## config.mk

```make
export PLATFORM = sky130hd
export DESIGN_NAME = timer8_clock_and_clear_select
export DESIGN_NICKNAME = d
export VERILOG_FILES = /design/src/timer8_pkg.sv /design/src/timer8_prescaler.sv /design/src/timer8_channel.sv /design/src/timer8_clock_and_clear_select.sv
export VERILOG_INCLUDE_DIRS = /design/src
export SDC_FILE = /design/constraint.sdc
export NUM_CORES = 1
export LEC_CHECK = 0
export ABC_AREA = 0
export BUFFER_PORTS_ARGS = -buffer_cell sky130_fd_sc_hd__buf_2
export CAP_MARGIN = 20
export CORE_MARGIN = 10
export CORE_UTILIZATION = 30
export DETAILED_ROUTE_END_ITERATION = 12
export PLACE_DENSITY = 0.47
export RECOVER_POWER = 25
export SLEW_MARGIN = 20
export SYNTH_ARGS = -nofsm -noshare
export SYNTH_HDL_FRONTEND = slang
export SYNTH_SLANG_ARGS = --single-unit
```

## constraint.sdc

```tcl
create_clock -name core_clk_i -period 4.7 [get_ports core_clk_i]
set_input_delay 0.235 -clock core_clk_i [delete_from_list [all_inputs] [get_ports core_clk_i]]
set_output_delay 0.235 -clock core_clk_i [all_outputs]
set_load 0.02 [all_outputs]
```

## src/timer8_consts.svh

```systemverilog
// Purpose: register offsets, field positions, reset values and divider counts
// Assumes: byte-wide registers on a plain address/strobe port
// Notes: channel index is the low two address bits of each group
`ifndef TIMER8_CONSTS_SVH
`define TIMER8_CONSTS_SVH

// register groups, one byte per channel, channel in addr[1:0]; match status is a single byte at 8'h10
`define T8_CTRL_BASE 8'h00
`define T8_COUNT_BASE 8'h04
`define T8_CMPA_BASE 8'h08
`define T8_CMPB_BASE 8'h0c
`define T8_MATCH_STAT 8'h10

// field positions in timer_control
`define T8_CLEAR_HI_POS 4
`define T8_CLEAR_LO_POS 3
`define T8_CLOCK_MSB_POS 2
`define T8_CLOCK_LSB_POS 0

// reset values
`define T8_CTRL_RESET 8'h00
`define T8_COUNT_RESET 8'h00
`define T8_CMP_RESET 8'hff

// system clock divisors for the three internal taps
`define T8_DIV_FAST 8
`define T8_DIV_MID 64
`define T8_DIV_SLOW 8192

`endif

```

## src/timer8_pkg.sv

```systemverilog
// Purpose: shared types of the four-channel 8-bit timer
// Assumes: nothing beyond the constants header
// Notes: enumerations follow the control-field codes
package timer8_pkg;

  typedef enum logic [1:0] {
    CLEAR_NEVER = 2'h0,
    CLEAR_ON_MATCH_A = 2'h1,
    CLEAR_ON_MATCH_B = 2'h2,
    CLEAR_ON_EXT_RESET = 2'h3
  } clear_select_t;

  typedef enum logic [2:0] {
    CLOCK_OFF = 3'h0,
    CLOCK_DIV_FAST = 3'h1,
    CLOCK_DIV_MID = 3'h2,
    CLOCK_DIV_SLOW = 3'h3,
    CLOCK_PARTNER_OVF = 3'h4,
    CLOCK_EXT_RISE = 3'h5,
    CLOCK_EXT_FALL = 3'h6,
    CLOCK_EXT_BOTH = 3'h7
  } clock_source_t;

  typedef struct packed {
    clear_select_t clear_sel;
    clock_source_t clock_sel;
  } channel_cfg_t;

  typedef struct packed {
    logic fast;
    logic mid;
    logic slow;
  } prescale_ticks_t;

  typedef struct packed {
    logic clk_rise;
    logic clk_fall;
    logic rst_rise;
  } pin_events_t;

endpackage

```

## src/timer8_prescaler.sv

```systemverilog
// Purpose: one-cycle enables at the falling edges of three divided clocks
// Assumes: divisors are powers of two, the slowest is the largest
// Notes: a tick marks the cycle where that divided clock would fall
`timescale 1ns/1ps
`default_nettype none
`include "timer8_consts.svh"
module timer8_prescaler #(
  parameter int DIV_FAST = `T8_DIV_FAST,
  parameter int DIV_MID = `T8_DIV_MID,
  parameter int DIV_SLOW = `T8_DIV_SLOW
) (
  input wire logic core_clk_i,
  input wire logic rst_i,
  output var timer8_pkg::prescale_ticks_t ticks_o
);
  localparam int W = $clog2(DIV_SLOW);

  logic [W-1:0] phase;
  logic [W-1:0] next_phase;
  timer8_pkg::prescale_ticks_t ticks;
  timer8_pkg::prescale_ticks_t next_ticks;

  // the tap falls when all its low phase bits wrap to zero
  always_comb begin
    next_phase = phase + W'(1);
    next_ticks.fast = (phase[$clog2(DIV_FAST)-1:0] == {$clog2(DIV_FAST){1'b1}});
    next_ticks.mid = (phase[$clog2(DIV_MID)-1:0] == {$clog2(DIV_MID){1'b1}});
    next_ticks.slow = (phase == {W{1'b1}});
  end

  always_ff @(posedge core_clk_i) begin
    if (rst_i) begin
      phase <= '0;
      ticks <= '0;
    end else begin
      phase <= next_phase;
      ticks <= next_ticks;
    end
  end

  assign ticks_o = ticks;
endmodule
`default_nettype wire

```

## src/timer8_channel.sv

```systemverilog
// Purpose: one 8-bit up-counter with clock-source and clear selection
// Assumes: all events are one-cycle pulses on core_clk_i
// Notes: software write wins over clear, clear wins over increment
`timescale 1ns/1ps
`default_nettype none
`include "timer8_consts.svh"
module timer8_channel #(
  parameter int WIDTH = 8
) (
  input wire logic core_clk_i,
  input wire logic rst_i,
  input wire timer8_pkg::channel_cfg_t cfg_i,
  input wire timer8_pkg::prescale_ticks_t ticks_i,
  input wire timer8_pkg::pin_events_t pins_i,
  input wire logic partner_ovf_i,
  input wire logic [WIDTH-1:0] cmp_a_i,
  input wire logic [WIDTH-1:0] cmp_b_i,
  input wire logic wr_en_i,
  input wire logic [WIDTH-1:0] wr_data_i,
  output logic [WIDTH-1:0] count_o,
  output logic ovf_o,
  output logic match_a_o,
  output logic match_b_o
);
  logic [WIDTH-1:0] channel_counter;
  logic [WIDTH-1:0] next_channel_counter;
  logic ovf;
  logic next_ovf;
  logic count_en;
  logic clear_en;

  always_comb begin
    case (cfg_i.clock_sel)
      timer8_pkg::CLOCK_OFF: count_en = 1'b0;
      timer8_pkg::CLOCK_DIV_FAST: count_en = ticks_i.fast;
      timer8_pkg::CLOCK_DIV_MID: count_en = ticks_i.mid;
      timer8_pkg::CLOCK_DIV_SLOW: count_en = ticks_i.slow;
      timer8_pkg::CLOCK_PARTNER_OVF: count_en = partner_ovf_i;
      timer8_pkg::CLOCK_EXT_RISE: count_en = pins_i.clk_rise;
      timer8_pkg::CLOCK_EXT_FALL: count_en = pins_i.clk_fall;
      timer8_pkg::CLOCK_EXT_BOTH: count_en = pins_i.clk_rise | pins_i.clk_fall;
      default: count_en = 1'b0;
    endcase
    case (cfg_i.clear_sel)
      timer8_pkg::CLEAR_NEVER: clear_en = 1'b0;
      timer8_pkg::CLEAR_ON_MATCH_A: clear_en = (channel_counter == cmp_a_i);
      timer8_pkg::CLEAR_ON_MATCH_B: clear_en = (channel_counter == cmp_b_i);
      timer8_pkg::CLEAR_ON_EXT_RESET: clear_en = pins_i.rst_rise;
      default: clear_en = 1'b0;
    endcase
  end

  // overflow is registered so two partners on each other's overflow form no loop
  always_comb begin
    next_channel_counter = channel_counter;
    next_ovf = 1'b0;
    if (wr_en_i) begin
      next_channel_counter = wr_data_i;
    end else if (clear_en) begin
      next_channel_counter = '0;
    end else if (count_en) begin
      next_channel_counter = channel_counter + WIDTH'(1);
      next_ovf = (channel_counter == {WIDTH{1'b1}});
    end
  end

  always_ff @(posedge core_clk_i) begin
    if (rst_i) begin
      channel_counter <= WIDTH'(`T8_COUNT_RESET);
      ovf <= 1'b0;
    end else begin
      channel_counter <= next_channel_counter;
      ovf <= next_ovf;
    end
  end

  assign count_o = channel_counter;
  assign ovf_o = ovf;
  assign match_a_o = (channel_counter == cmp_a_i);
  assign match_b_o = (channel_counter == cmp_b_i);
endmodule
`default_nettype wire

```

## src/timer8_clock_and_clear_select.sv

```systemverilog
// Purpose: four 8-bit counters in pairs with clock and clear selection
// Assumes: pins are synchronous to core_clk_i; byte register port
// Notes: read data stand only in the cycle after the read strobe
//
// Decided for this implementation: the placing of the registers and strobed register access.
`timescale 1ns/1ps
`default_nettype none
`include "timer8_consts.svh"
module timer8_clock_and_clear_select #(
  parameter int WIDTH = 8,
  parameter int CHANNELS = 4
) (
  input wire logic core_clk_i,
  input wire logic rst_i,
  input wire logic [7:0] addr_i,
  input wire logic [7:0] wr_data_i,
  input wire logic wr_en_i,
  input wire logic rd_en_i,
  input wire logic ext_clk01_i,
  input wire logic ext_clk23_i,
  input wire logic ext_rst01_i,
  input wire logic ext_rst23_i,
  output logic [7:0] rd_data_o,
  output logic [CHANNELS-1:0] ovf_o
);
  logic [7:0] timer_control [CHANNELS];
  logic [7:0] next_timer_control [CHANNELS];
  logic [WIDTH-1:0] cmp_a [CHANNELS];
  logic [WIDTH-1:0] next_cmp_a [CHANNELS];
  logic [WIDTH-1:0] cmp_b [CHANNELS];
  logic [WIDTH-1:0] next_cmp_b [CHANNELS];
  logic [7:0] rd_data;
  logic [7:0] next_rd_data;

  logic [1:0] chan_sel;
  logic [7:0] group_base;
  logic [CHANNELS-1:0] count_wr;

  logic [WIDTH-1:0] count [CHANNELS];
  logic [CHANNELS-1:0] ovf;
  logic [CHANNELS-1:0] match_a;
  logic [CHANNELS-1:0] match_b;

  // pin sampling: current and previous samples of the four pins
  logic [3:0] pin_now;
  logic [3:0] pin_prev;
  logic [3:0] pin_raw;
  logic [3:0] next_pin_now;
  logic [3:0] next_pin_prev;
  timer8_pkg::pin_events_t pins01;
  timer8_pkg::pin_events_t pins23;
  timer8_pkg::prescale_ticks_t ticks;

  assign chan_sel = addr_i[1:0];
  assign group_base = {addr_i[7:2], 2'h0};
  assign pin_raw = {ext_rst23_i, ext_rst01_i, ext_clk23_i, ext_clk01_i};

  always_comb begin
    next_pin_now = pin_raw;
    next_pin_prev = pin_now;
  end

  always_ff @(posedge core_clk_i) begin
    if (rst_i) begin
      pin_now <= 4'h0;
      pin_prev <= 4'h0;
    end else begin
      pin_now <= next_pin_now;
      pin_prev <= next_pin_prev;
    end
  end

  // edges from two successive samples, not from the raw pin
  always_comb begin
    pins01.clk_rise = pin_now[0] & ~pin_prev[0];
    pins01.clk_fall = ~pin_now[0] & pin_prev[0];
    pins01.rst_rise = pin_now[2] & ~pin_prev[2];
    pins23.clk_rise = pin_now[1] & ~pin_prev[1];
    pins23.clk_fall = ~pin_now[1] & pin_prev[1];
    pins23.rst_rise = pin_now[3] & ~pin_prev[3];
  end

  // register writes
  always_comb begin
    for (int c = 0; c < CHANNELS; c++) begin
      next_timer_control[c] = timer_control[c];
      next_cmp_a[c] = cmp_a[c];
      next_cmp_b[c] = cmp_b[c];
      count_wr[c] = 1'b0;
    end
    if (wr_en_i) begin
      case (group_base)
        `T8_CTRL_BASE: next_timer_control[chan_sel] = wr_data_i;
        `T8_COUNT_BASE: count_wr[chan_sel] = 1'b1;
        `T8_CMPA_BASE: next_cmp_a[chan_sel] = wr_data_i[WIDTH-1:0];
        `T8_CMPB_BASE: next_cmp_b[chan_sel] = wr_data_i[WIDTH-1:0];
        default: ;
      endcase
    end
  end

  // register reads, zero outside the read cycle and for unmapped addresses
  always_comb begin
    next_rd_data = 8'h00;
    if (rd_en_i) begin
      case (group_base)
        `T8_CTRL_BASE: next_rd_data = timer_control[chan_sel];
        `T8_COUNT_BASE: next_rd_data = count[chan_sel];
        `T8_CMPA_BASE: next_rd_data = cmp_a[chan_sel];
        `T8_CMPB_BASE: next_rd_data = cmp_b[chan_sel];
        `T8_MATCH_STAT: begin
          if (chan_sel == 2'h0) begin
            next_rd_data = {match_b, match_a};
          end
        end
        default: next_rd_data = 8'h00;
      endcase
    end
  end

  always_ff @(posedge core_clk_i) begin
    if (rst_i) begin
      for (int c = 0; c < CHANNELS; c++) begin
        timer_control[c] <= `T8_CTRL_RESET;
        cmp_a[c] <= `T8_CMP_RESET;
        cmp_b[c] <= `T8_CMP_RESET;
      end
      rd_data <= 8'h00;
    end else begin
      for (int c = 0; c < CHANNELS; c++) begin
        timer_control[c] <= next_timer_control[c];
        cmp_a[c] <= next_cmp_a[c];
        cmp_b[c] <= next_cmp_b[c];
      end
      rd_data <= next_rd_data;
    end
  end

  timer8_prescaler u_prescaler (
    .core_clk_i(core_clk_i),
    .rst_i(rst_i),
    .ticks_o(ticks)
  );

  // pins 01 serve channels 0 and 3, pins 23 serve channels 1 and 2
  for (genvar c = 0; c < CHANNELS; c++) begin : g_chan
    timer8_pkg::channel_cfg_t cfg;
    assign cfg.clear_sel = timer8_pkg::clear_select_t'(
      timer_control[c][`T8_CLEAR_HI_POS:`T8_CLEAR_LO_POS]);
    assign cfg.clock_sel = timer8_pkg::clock_source_t'(
      timer_control[c][`T8_CLOCK_MSB_POS:`T8_CLOCK_LSB_POS]);

    timer8_channel #(
      .WIDTH(WIDTH)
    ) u_channel (
      .core_clk_i(core_clk_i),
      .rst_i(rst_i),
      .cfg_i(cfg),
      .ticks_i(ticks),
      .pins_i((c == 0 || c == 3) ? pins01 : pins23),
      .partner_ovf_i(ovf[c ^ 1]),
      .cmp_a_i(cmp_a[c]),
      .cmp_b_i(cmp_b[c]),
      .wr_en_i(count_wr[c]),
      .wr_data_i(wr_data_i[WIDTH-1:0]),
      .count_o(count[c]),
      .ovf_o(ovf[c]),
      .match_a_o(match_a[c]),
      .match_b_o(match_b[c])
    );
  end

  assign rd_data_o = rd_data;
  assign ovf_o = ovf;
endmodule
`default_nettype wire

```

==> impl_metrics.csv <==
group,metric,value,unit
cells_and_area,multi_input_area,5270,um2
logic_synthesis,synthFlopType,"dfxtp_1",
cts,cts_tree,"built",
drt,wirelength,29.2,mm
cells_and_area,n_antenna_cell,0,
logic_synthesis,synth_common_cells,"164 x dfxtp_1, 125 x nand2_1, 89 x mux2i_1",
sta,fin_crit_sh,0.639,
global_routing,antenna_found_initial,0,
die,rows,63,
power_and_ir_drop,irDropWorstVdd,218,uV
cts,cts_root_buf,"clkbuf_16",
cells_and_area,layoutNonFillerInstCount,1341,
logic_synthesis,syn_inst,954,
logic_synthesis,netlist_area,9020,um2
power_and_ir_drop,p_per_area,297,nW/um2
place,gp_congestion,0.971,
die,ioPinCount,36,
critical_path,timing.rr.end,"g_chan[2].u_channel.count_o[2]$_SDFFE_PP0P_",
logic_synthesis,synth_cell_types,74,
drt,drtIter0Drc,534,
cells_and_area,regArea,3280,um2
place,placed_cell_area,9350,um2
critical_path,worstSetupPathType,"in2reg",
cts,clk_pin_slew,0.07,ns
critical_path,rrSetupSlack,2.18,ns
logic_synthesis,synth-seq-cells,164,
drt,vias,6961,
global_routing,grt_first_pass_wirelength,44.7,mm
sta,rsz0062_at_grt,"no",
die,fp.dieH,193,um
sta,hold_viol,0,
drt,antenna_left,0,
global_routing,grt_max_degree,85,
global_routing,first_global_vias,6677,
global_routing,track_usage,0.154,
min_path,min_path_cells,2,
cts,insertion_delay,0.45,ns
sta,fin_skew,0.0171,ns
critical_path,cp.arrival,3.30,ns
place,hpwl,20.8,mm
die,initial_core_util,0.304,
outcome,violations,"max-capacitance violations, max-slew violations",
logic_synthesis,synth-seq-area-share,0.364,
cells_and_area,n_fill_cell,3127,
place,dp.cells,1308,
critical_path,reg2reg_from,"g_chan[2].u_channel.count_o[0]$_SDFFE_PP0P_",
critical_path,required,5.00,ns
cells_and_area,finish.utilization,0.334,
min_path,holdCritStartpoint,"ext_rst23_i",
global_routing,use_met3,0.0294,
power_and_ir_drop,leakagePower,3.49,nW
sta,min_period,3.00,ns
cts,post-cts-setup-buffer-count,0,
cells_and_area,fin_nets,972,
power_and_ir_drop,p_total,2.94,mW
logic_synthesis,synth_top_area_share,0.364,
die,core,29600,um2
logic_synthesis,syn_area_per_cell,9.46,um2
die,dieArea,37400,um2
critical_path,crit_path_end_kind,"register",
global_routing,met1_usage,0.213,
critical_path,worstPathMaxFanout,9,
cts,clk_path_buf_depth,2,
cts,ctsHtreeMaxLevel,4,
min_path,min_to,"next_pin_prev[3]$_SDFF_PP0_",
critical_path,worstRegToRegCells,6,
cells_and_area,final_area,9910,um2
drt,viasPerCell,5.19,
cts,cts_sinks,164,
cells_and_area,area_growth,9.82,%
min_path,hold_path.class,"in2reg",
logic_synthesis,synth_warnings,0,
outcome,status,"finished, violations left",
sta,slew_viol_final,10,
sta,fmax,0.333,GHz
cells_and_area,drive_gt1_frac,0.141,
logic_synthesis,async_reset_ff_frac,0,
place,portBuffers,35,
logic_synthesis,yosys.area.top_type,"dfxtp_1",
sta,setup_viol,0,
logic_synthesis,yosysMostFrequentCell,"dfxtp_1",
logic_synthesis,synth-edff-count,0,
critical_path,crit_path_start_kind,"input pin",
sta,slew_headroom,-0.0143,
run,drv_cap,1,
drt,post_drt_wl_per_cell,21.8,um
cts,cts_made_buffers,17,
sta,finalSetupTns,0,ns
drt,dr.pass1.iters,5,
global_routing,grt-busiest-layer,"met2",
cts,cts_resized,0,
die,fp.dieW,193,um
global_routing,gr-total-overflow,0,
logic_synthesis,synthTopCellsByArea,"dfxtp_1 36%, mux2i_1 9.9%, mux4_2 8.2%, xnor2_1 5.9%, nand2_1 5.2%",
sta,worstMarginPinSlew,1.51,ns
logic_synthesis,synth.net_count,988,
drt,route.detailed.drc,0,
global_routing,met2_usage,0.241,
worst max-delay path by stage:
stage,from,cells past startpoint,end
after global routing,addr_i[4],7,cmp_a[0][4]$_SDFFE_PP1P_
final,addr_i[4],7,cmp_a[0][4]$_SDFFE_PP1P_
after CTS,pin_prev[0]$_SDFF_PP0_,8,g_chan[3].u_channel.count_o[6]$_SDFFE_PP0P_
after global placement,addr_i[1],8,g_chan[2].u_channel.count_o[2]$_SDFFE_PP0P_
after floorplan,next_pin_prev[1]$_SDFF_PP0_,8,g_chan[2].u_channel.count_o[5]$_SDFFE_PP0P_
after detailed placement,addr_i[0],7,g_chan[3].u_channel.count_o[2]$_SDFFE_PP0P_
state kept, by name, summed over array words and instances (netlist names):
name and flops:
u_prescaler.phase 13, u_prescaler.ticks_o 3, rd_data_o 8, pin_prev 4, cmp_a 32, cmp_b 32
g_chan.u_channel.ovf_o 4, g_chan.u_channel.count_o 32, timer_control 32, next_pin_prev 4
power breakdown:
group	leakage (nW)	total [mW]	internal (mW)	switching (mW)
Combinational	1.88	0.138	0.0383	0.0998
Sequential	1.33	1.40	1.40	0.00560
Clock	0.285	1.41	0.713	0.693
critical path, cell delays in order:
cell and delay (ns):
clkbuf_1 0.12, nor4_1 1.24, nand2_1 0.16, or2_0 0.44, nor2_1 0.77, mux2i_1 0.26
nand2_1 0.07
timing repair:
item	4_1_cts	5_1_grt
endpoints found under the hold margin	1	0
setup endpoints to repair	0	0
hold buffers	1	0
final cells by class:
cell class / count / area share
Sequential cell: 164 / 0.331
Clock buffer: 17 / 0.0429
Inverter: 18 / 0.00682
Multi-Input combinational cell: 695 / 0.532
Timing Repair Buffer: 42 / 0.0215
Clock inverter: 15 / 0.0160
Tap cell: 390 / 0.0492
through the flow:
| stage | hold WS [ns] | worst slack, ns |
|---|---|---|
| after global placement | 0.425 | 2.10 |
| final | 0.0112 | 1.70 |
| after global routing | 0.00567 | 1.48 |
| after floorplan | 0.363 | 2.66 |
| after CTS | 0.000970 | 2.26 |
| after detailed placement | 0.434 | 2.05 |
cell families after synthesis:
logic type               Yosys count  share of synthesized area
AO/OA/AOI/OAI                    100                     0.0835
XOR/XNOR                          85                     0.0825
adder cells (fa/ha/maj)           10                     0.0139
buffers and inverters             95                     0.0492
flip-flops                       164                      0.364
multiplexers                     136                      0.200
AND/OR/NAND/NOR                  364                      0.207
cells in the final DEF, fill, tap and decap left out, types with 18 or more instances in the layout:
cell | Yosys | layout
nor2_1 | 82 | 83
mux2i_1 | 89 | 89
a21oi_1 | 21 | 21
xnor2_1 | 61 | 61
nand2_1 | 125 | 125
buf_2 | 27 | 21
nand4_1 | 21 | 21
nand3_1 | 36 | 36
dfxtp_1 | 164 | 164
xor2_1 | 24 | 24
nor2b_1 | 18 | 18
mux4_2 | 33 | 33
layer usage:
| metal | wire length [um] | part of all wire | vias to the layer above |
|---|---|---|---|
| li1 | - | - | 3319 |
| met1 | 13800 | 0.47 | 3408 |
| met2 | 13400 | 0.46 | 207 |
| met3 | 1490 | 0.051 | 27 |
| met4 | 464 | 0.016 | 0 |
| met5 | 0 | 0 | - |
Note: power is estimated with default switching activity, not from simulation.
